## config.mk

```make
export PLATFORM = sky130hd
export DESIGN_NAME = cip_regs
export DESIGN_NICKNAME = d
export VERILOG_FILES = /design/src/hdl/cip_pkg.sv /design/src/hdl/cip_regs.sv
export SDC_FILE = /design/constraint.sdc
export NUM_CORES = 1
export LEC_CHECK = 0
export BUFFER_PORTS_ARGS = -buffer_cell sky130_fd_sc_hd__buf_2
export CAP_MARGIN = 20
export CORE_MARGIN = 2
export CORE_UTILIZATION = 45
export CTS_CLUSTER_DIAMETER = 80
export DETAILED_ROUTE_END_ITERATION = 10
export PLACE_DENSITY_LB_ADDON = 0.05
export SYNTH_ARGS = -nofsm -noshare
export SYNTH_HDL_FRONTEND = slang
export SYNTH_SLANG_ARGS = --single-unit
```

## constraint.sdc

```tcl
create_clock -name core_clk -period 3.7 [get_ports core_clk]
set_clock_uncertainty 0.15 [all_clocks]
set_input_delay 0.555 -clock core_clk [delete_from_list [all_inputs] [get_ports core_clk]]
set_output_delay 0.555 -clock core_clk [all_outputs]
set_load 0.01 [all_outputs]
```

## src/hdl/cip_pkg.sv

```systemverilog
// Package of register map, field layout and reset values for the charger id and temperature profile registers
`default_nettype none
package cip_pkg;
    localparam logic [7:0] CIP_ADDR_PART_INFO = 8'h0B;
    localparam logic [7:0] CIP_ADDR_TEMP_PROFILE = 8'h0C;
    localparam int CIP_RST_REQ_BIT = 7;
    localparam logic [3:0] CIP_PART_NUMBER_DEF = 4'h3; // Arbitrary value
    localparam logic [2:0] CIP_ID_RESERVED_VAL = 3'h4;
    localparam logic [7:0] CIP_TEMP_PROFILE_RST = 8'h75;
    localparam logic [1:0] CIP_SCALE_NONE = 2'h0;
    localparam logic [1:0] CIP_SCALE_FIFTH = 2'h1;
    localparam logic [1:0] CIP_SCALE_HALF = 2'h2;
    localparam logic [1:0] CIP_SCALE_FULL = 2'h3;
    localparam logic [1:0] CIP_WARM_THR_4825 = 2'h0;
    localparam logic [1:0] CIP_WARM_THR_4475 = 2'h1;
    localparam logic [1:0] CIP_WARM_THR_4075 = 2'h2;
    localparam logic [1:0] CIP_WARM_THR_3775 = 2'h3;

    typedef struct packed {
        logic [1:0] cool_zone_current_scale;
        logic [1:0] warm_zone_current_scale;
        logic [1:0] cool_threshold_select;
        logic [1:0] warm_threshold_select;
    } cip_temp_profile_s;

    typedef struct packed {
        logic wr;
        logic rd;
        logic [7:0] addr;
        logic [7:0] wdata;
    } cip_reg_req_s;

    typedef enum logic [1:0] {
        CIP_PCT_0,
        CIP_PCT_20,
        CIP_PCT_50,
        CIP_PCT_100
    } cip_pct_e;
endpackage
`default_nettype wire

```

## src/hdl/cip_regs.sv

```systemverilog
// Part information and temperature profile register bank of the charger
//
// Contract
// Writing one to reset request restores all registers and restarts the safety timer; code clears wdog_fault, not set as at reset.
// Reset request bit clears itself by hardware after the reset completes.
// Writing zero to reset request changes nothing; bit resets to zero.
// Part number and reserved identification bits are read-only, writes ignored.
// Cool scale codes: none, fifth (default), half, full charge current.
// Full-current scale code means the safety timer is not doubled.
// Warm scale uses same codes, defaults to full current.
// Warm threshold codes 48.25, 44.75 (default), 40.75, 37.75 percent.
// Temperature profile register at 0Ch reads 75h after reset.
// Temperature profile returns to defaults on reset request or watchdog expiry.
// Watchdog expiry sets the watchdog fault flag and selects default mode.
`timescale 1ns/1ps
`default_nettype none
module cip_regs
    import cip_pkg::*;
#(
    parameter logic [3:0] PART_NUMBER = CIP_PART_NUMBER_DEF // Arbitrary value
) (
    input wire logic core_clk,
    input wire logic rst_b,
    input wire cip_reg_req_s reg_req,
    output logic [7:0] reg_rdata,
    output logic reg_rvalid,
    input wire logic wdog_expire,
    output logic wdog_fault,
    output logic host_mode,
    output logic safety_timer_restart,
    output cip_temp_profile_s temp_profile,
    output cip_pct_e cool_current_pct,
    output cip_pct_e warm_current_pct,
    output logic cool_timer_double,
    output logic warm_timer_double
);

    // ****************************************
    // Register write decode
    // ****************************************
    logic wr_id;
    logic wr_tp;
    logic rst_req_r;
    logic [7:0] tp_r;
    logic [7:0] tp_nxt;
    logic wdog_fault_nxt;
    cip_temp_profile_s tp_nxt_fields;

    // Field view of the profile reset value, used by the registered decodes
    localparam cip_temp_profile_s TP_RST_FIELDS = cip_temp_profile_s'(CIP_TEMP_PROFILE_RST);

    assign wr_id = reg_req.wr && reg_req.addr == CIP_ADDR_PART_INFO;
    assign wr_tp = reg_req.wr && reg_req.addr == CIP_ADDR_TEMP_PROFILE;

    // Share of the programmed fast charge current for one zone code
    function automatic cip_pct_e scale_pct(input logic [1:0] code);
        unique case (code)
            CIP_SCALE_NONE: scale_pct = CIP_PCT_0;
            CIP_SCALE_FIFTH: scale_pct = CIP_PCT_20;
            CIP_SCALE_HALF: scale_pct = CIP_PCT_50;
            CIP_SCALE_FULL: scale_pct = CIP_PCT_100;
        endcase
    endfunction

    // Reduced zone current lets the safety timer run at double length
    function automatic logic timer_doubles(input logic [1:0] code);
        timer_doubles = code != CIP_SCALE_FULL;
    endfunction

    // ****************************************
    // Reset request bit
    // ****************************************
    // Held one cycle: the register restore completes on the following edge
    // A new request in that cycle wins and holds the bit for one more restore
    always_ff @(posedge core_clk) begin
        if (!rst_b) begin
            rst_req_r <= 1'b0;
        end else begin
            rst_req_r <= wr_id && reg_req.wdata[CIP_RST_REQ_BIT];
        end
    end

    assign safety_timer_restart = rst_req_r;

    a_rst_req_set: assert property (@(posedge core_clk) disable iff (!rst_b)
        wr_id && reg_req.wdata[CIP_RST_REQ_BIT] |=> rst_req_r ##1 tp_r == CIP_TEMP_PROFILE_RST)
        else $error("reset request did not restore profile");
    a_rst_req_self_clear: assert property (@(posedge core_clk) disable iff (!rst_b)
        rst_req_r && !(wr_id && reg_req.wdata[CIP_RST_REQ_BIT]) |=> !rst_req_r)
        else $error("reset request did not clear");
    a_restart_cause: assert property (@(posedge core_clk) disable iff (!rst_b)
        safety_timer_restart |-> $past(wr_id && reg_req.wdata[CIP_RST_REQ_BIT]))
        else $error("safety timer restart without request");
    a_zero_write_keep: assert property (@(posedge core_clk) disable iff (!rst_b)
        wr_id && !reg_req.wdata[CIP_RST_REQ_BIT] && !rst_req_r && !wdog_expire && !wr_tp |=> $stable(tp_r))
        else $error("zero write changed profile");

    // ****************************************
    // Temperature profile register
    // ****************************************
    // A restore wins over a host write in the same cycle
    always_comb begin
        tp_nxt = tp_r;
        if (rst_req_r || wdog_expire) begin
            tp_nxt = CIP_TEMP_PROFILE_RST;
        end else if (wr_tp) begin
            tp_nxt = reg_req.wdata;
        end
    end

    always_ff @(posedge core_clk) begin
        if (!rst_b) begin
            tp_r <= CIP_TEMP_PROFILE_RST;
        end else begin
            tp_r <= tp_nxt;
        end
    end

    assign tp_nxt_fields = cip_temp_profile_s'(tp_nxt);
    assign temp_profile = cip_temp_profile_s'(tp_r);

    a_profile_write: assert property (@(posedge core_clk) disable iff (!rst_b)
        wr_tp && !rst_req_r && !wdog_expire |=> tp_r == $past(reg_req.wdata))
        else $error("profile write not stored");
    a_reset_value: assert property (@(posedge core_clk)
        !rst_b |=> tp_r == CIP_TEMP_PROFILE_RST && wdog_fault) else $error("profile reset value wrong");
    a_wdog_default: assert property (@(posedge core_clk) disable iff (!rst_b)
        wdog_expire |=> tp_r == CIP_TEMP_PROFILE_RST && wdog_fault && !host_mode) else $error("watchdog restore failed");

    // ****************************************
    // Zone current and timer decodes
    // ****************************************
    // Decoded from the next profile so they change on the same edge as the register
    always_ff @(posedge core_clk) begin
        if (!rst_b) begin
            cool_current_pct <= scale_pct(TP_RST_FIELDS.cool_zone_current_scale);
            warm_current_pct <= scale_pct(TP_RST_FIELDS.warm_zone_current_scale);
            cool_timer_double <= timer_doubles(TP_RST_FIELDS.cool_zone_current_scale);
            warm_timer_double <= timer_doubles(TP_RST_FIELDS.warm_zone_current_scale);
        end else begin
            cool_current_pct <= scale_pct(tp_nxt_fields.cool_zone_current_scale);
            warm_current_pct <= scale_pct(tp_nxt_fields.warm_zone_current_scale);
            cool_timer_double <= timer_doubles(tp_nxt_fields.cool_zone_current_scale);
            warm_timer_double <= timer_doubles(tp_nxt_fields.warm_zone_current_scale);
        end
    end

    a_scale_map: assert property (@(posedge core_clk) disable iff (!rst_b)
        temp_profile.cool_zone_current_scale == CIP_SCALE_FIFTH |-> cool_current_pct == CIP_PCT_20)
        else $error("cool scale mapping wrong");
    a_warm_scale_map: assert property (@(posedge core_clk) disable iff (!rst_b)
        temp_profile.warm_zone_current_scale == CIP_SCALE_HALF |-> warm_current_pct == CIP_PCT_50)
        else $error("warm scale mapping wrong");
    a_timer_no_double: assert property (@(posedge core_clk) disable iff (!rst_b)
        temp_profile.warm_zone_current_scale == CIP_SCALE_FULL |-> !warm_timer_double && warm_current_pct == CIP_PCT_100)
        else $error("timer doubled at full current");
    a_cool_no_double: assert property (@(posedge core_clk) disable iff (!rst_b)
        temp_profile.cool_zone_current_scale == CIP_SCALE_FULL |-> !cool_timer_double && cool_current_pct == CIP_PCT_100)
        else $error("cool timer doubled at full current");

    // ****************************************
    // Watchdog fault flag and mode
    // ****************************************
    // Flag powers up set; a register reset request returns it to host mode
    // Expiry wins over a clear in the same cycle
    always_comb begin
        wdog_fault_nxt = wdog_fault;
        if (wdog_expire) begin
            wdog_fault_nxt = 1'b1;
        end else if (rst_req_r || wr_tp) begin
            wdog_fault_nxt = 1'b0;
        end
    end

    always_ff @(posedge core_clk) begin
        if (!rst_b) begin
            wdog_fault <= 1'b1;
            host_mode <= 1'b0;
        end else begin
            wdog_fault <= wdog_fault_nxt;
            host_mode <= !wdog_fault_nxt;
        end
    end

    a_mode_pair: assert property (@(posedge core_clk) disable iff (!rst_b)
        host_mode != wdog_fault) else $error("host mode and fault flag disagree");
    a_fault_clear: assert property (@(posedge core_clk) disable iff (!rst_b)
        (rst_req_r || wr_tp) && !wdog_expire |=> !wdog_fault && host_mode)
        else $error("fault flag did not clear");

    // ****************************************
    // Read data
    // ****************************************
    // Data follows the address of every cycle; only a valid answer counts
    always_ff @(posedge core_clk) begin
        if (!rst_b) begin
            reg_rdata <= 8'h00;
            reg_rvalid <= 1'b0;
        end else begin
            reg_rvalid <= reg_req.rd;
            if (reg_req.addr == CIP_ADDR_PART_INFO) begin
                reg_rdata <= {rst_req_r, PART_NUMBER, CIP_ID_RESERVED_VAL};
            end else if (reg_req.addr == CIP_ADDR_TEMP_PROFILE) begin
                reg_rdata <= tp_r;
            end else begin
                reg_rdata <= 8'h00;
            end
        end
    end

    a_id_readonly: assert property (@(posedge core_clk) disable iff (!rst_b)
        reg_rvalid && $past(reg_req.addr) == CIP_ADDR_PART_INFO
        |-> reg_rdata[6:0] == {PART_NUMBER, CIP_ID_RESERVED_VAL})
        else $error("identification bits changed");

    // ****************************************
    // Coverage
    // ****************************************
    // Main scenarios: restore request, host write, expiry, full current in both zones
    c_reset_request: cover property (@(posedge core_clk) rst_req_r);
    c_profile_write: cover property (@(posedge core_clk) wr_tp ##1 tp_r != CIP_TEMP_PROFILE_RST);
    c_wdog_expire: cover property (@(posedge core_clk) !wdog_fault ##1 wdog_expire);
    c_full_current: cover property (@(posedge core_clk) !cool_timer_double && !warm_timer_double);
endmodule // cip_regs
`default_nettype wire

```

==> run_results.csv <==
group,metric,value,unit
run_status,status,"completed",
die,dieWidth,51.0,um
setup_path,start_kind,"primary input",
logic_synthesis,synth_cells,93,
detailed_routing,drtPass1Iterations,4,
sta,max_slew_margin,0.523,
clock_tree,cts_setup_buffers,0,
die,initial_core_util,0.464,
logic_synthesis,syn_nets,114,
pwr,vdd_ir_drop_max,0.255,mV
place,gp_congestion,0.726,
die,die_h,51.0,um
die,rows,17,
logic_synthesis,synth_cell_types,25,
logic_synthesis,synth-seq-area-share,0.523,
logic_synthesis,synth_top_area_share,0.523,
clock_tree,path_clk_slew,0.14,ns
clock_tree,numCtsBuffers,3,
place,numPortBuffers,46,
die,core,2150,um^2
run,maxCapViolCount,0,
sta,hold_violations,0,
clock_tree,cts-resized-gates,0,
logic_synthesis,yosys_warnings,0,
clock_tree,cts.htree.levels,1,
logic_synthesis,syn_area_per_cell,10.7,um^2
sta,tightest_slew,0.716,ns
finish,final_nets,161,
die,dieArea,2610,um^2
setup_path,reg2reg_to,"cool_timer_double",
pwr,p_per_area,359,nW/um^2
sta,period_share,0.584,
setup_path,path_class,"primary input to flop",
clock_tree,cts-hold-fix-buffers,0,
detailed_routing,drt_wl_total,2020,um
detailed_routing,vias,830,
min_path,holdPathEnd,"reg_rvalid",
setup_path,crit_fanout,16,
setup_path,end_kind,"flop",
sta,period_minus_slack,2.16,ns
clock_tree,clkLatencyLatePin,0.31,ns
clock_tree,cts-root-buf,"clkbuf_4",
logic_synthesis,synth_most_common_cell,"dfxtp_1",
logic_synthesis,synth_edf_count,0,
global_routing,grt_max_degree,17,
min_path,hold_depth,2,
min_path,min_path_type,"primary input to flop",
place,placedCellCount,163,
detailed_routing,drt_iter0_drc,12,
sta,finalMaxSlewViolations,0,
place,dp_hpwl,1560,um
sta,finalSetupViolations,0,
finish,area_growth,25.9,%
clock_tree,cts.sinks,26,
finish,antenna_cells,0,
sta,rsz0062_at_grt,"false",
setup_path,r2r_setup_slack,2.15,ns
logic_synthesis,synth_seq_cells,26,
setup_path,r2r_start,"safety_timer_restart",
global_routing,track_usage,0.162,
logic_synthesis,ys_top_cells_by_area,"dfxtp_1 52%, mux2i_1 7.0%, a211o_2 6.0%",
sta,finalSetupTns,0,ns
clock_tree,cts_tree,"done",
logic_synthesis,synth_top_flop_cell,"dfxtp_1",
global_routing,grt_pass1_wl,3120,um
finish,layout-drive-gt1-share,0.432,
global_routing,overflow,0,
setup_path,required,3.80,ns
logic_synthesis,syn_area,996,um^2
detailed_routing,vias_per_cell,4.97,
die,io_pins,47,
logic_synthesis,async_reset_ff_frac,0,
logic_synthesis,synth_common_cells,"26 x dfxtp_1, 12 x nand2_1, 7 x inv_1, 7 x mux2i_1",
pwr,p_leak,0.000577,uW
sta,fmax,463,MHz
clock_tree,clock_tree.buffer_depth,2,
logic_synthesis,yosysTopAreaCell,"dfxtp_1",
setup_path,ff2ff_path_depth,3,
global_routing,antenna_found_initial,0,
global_routing,grt_pass1_vias,762,
detailed_routing,antenna_left,0,
setup_path,cp.arrival,2.26,ns
detailed_routing,drcViolationCount,0,
finish,finalNonFillerCells,167,
sta,whs,0.283,ns
min_path,hp-start,"reg_req[16]",
pwr,power,451,uW
detailed_routing,wl_per_cell,12.1,um
finish,final_core_util,0.584,
-- cells in the final DEF, fill, tap and decap left out, drive strengths merged --
master	count
a211o	6
a21oi	3
a311oi	2
a31oi	3
and2	2
and3	5
buf	46
clkbuf	4
dfxtp	26
inv	7
mux2i	7
nand2	12
nand4b	1
nor2	6
nor3	2
nor3b	1
nor4	1
nor4bb	1
o2bb2a	1
o311a	1
o311ai	1
or3b	1
-- cell type report --
cell class                 count  area, um^2
clock buffer                   4        36.3
fill                         230         895
inverter                       7        26.3
multi-input combinational     56         405
sequential                    26         520
tap                           28        35.0
timing repair buffer          46         230
-- worst max-delay path by stage --
| stage | slack [ns] | to | depth (start not counted) | from |
|---|---|---|---|---|
| after global placement | 1.25 | wdog_fault | 4 | reg_req[9] |
| after detailed placement | 1.19 | cool_current_pct[1] | 4 | reg_req[9] |
| final | 1.54 | cool_current_pct[1] | 4 | reg_req[9] |
| after floorplan | 1.96 | cool_current_pct[1] | 5 | reg_req[13] |
| after global routing | 1.47 | temp_profile[7] | 4 | reg_req[9] |
| after CTS | 1.55 | temp_profile[7] | 4 | reg_req[9] |
-- through the flow --
step	setup WS, ns	cell area (um^2)
5_1_grt	1.47	1250
3_5_place_dp	1.19	1220
6_report	1.54	1250
2_1_floorplan	1.96	996
3_3_place_gp	1.25	1220
4_1_cts	1.55	1250
-- flip-flops by register name, indices dropped and copies added (netlist names) --
name / flops
reg_rdata: 8
temp_profile: 8
cool_current_pct: 2
warm_current_pct: 2
cool_timer_double: 1
host_mode: 1
reg_rvalid: 1
safety_timer_restart: 1
warm_timer_double: 1
wdog_fault: 1
-- metal layers --
layer  GRT usage  share of wire
met5           0              0
met4      0.0946         0.0084
met3      0.0292          0.056
met2       0.275           0.49
met1       0.190           0.45
-- cells by family after synthesis --
group                  count (synthesis)  synth area share
multiplexers                           7            0.0704
buffers and inverters                 11            0.0704
AO/OA/AOI/OAI                         17             0.142
flip-flops                            26             0.523
AND/OR/NAND/NOR                       32             0.195
-- critical path: stages --
cell and delay, ns:
buf_2 0.12, nor4bb_4 0.60, and3_1 0.72, mux2i_1 0.26
-- power by group --
| group | switching (uW) | leakage [uW] | internal [uW] |
|---|---|---|---|
| logic | 15.6 | 0.000346 | 13.1 |
| clock network | 80.9 | 0.0000210 | 60.1 |
| registers | 0.185 | 0.000210 | 281 |
(Power assumes the default switching activity.)
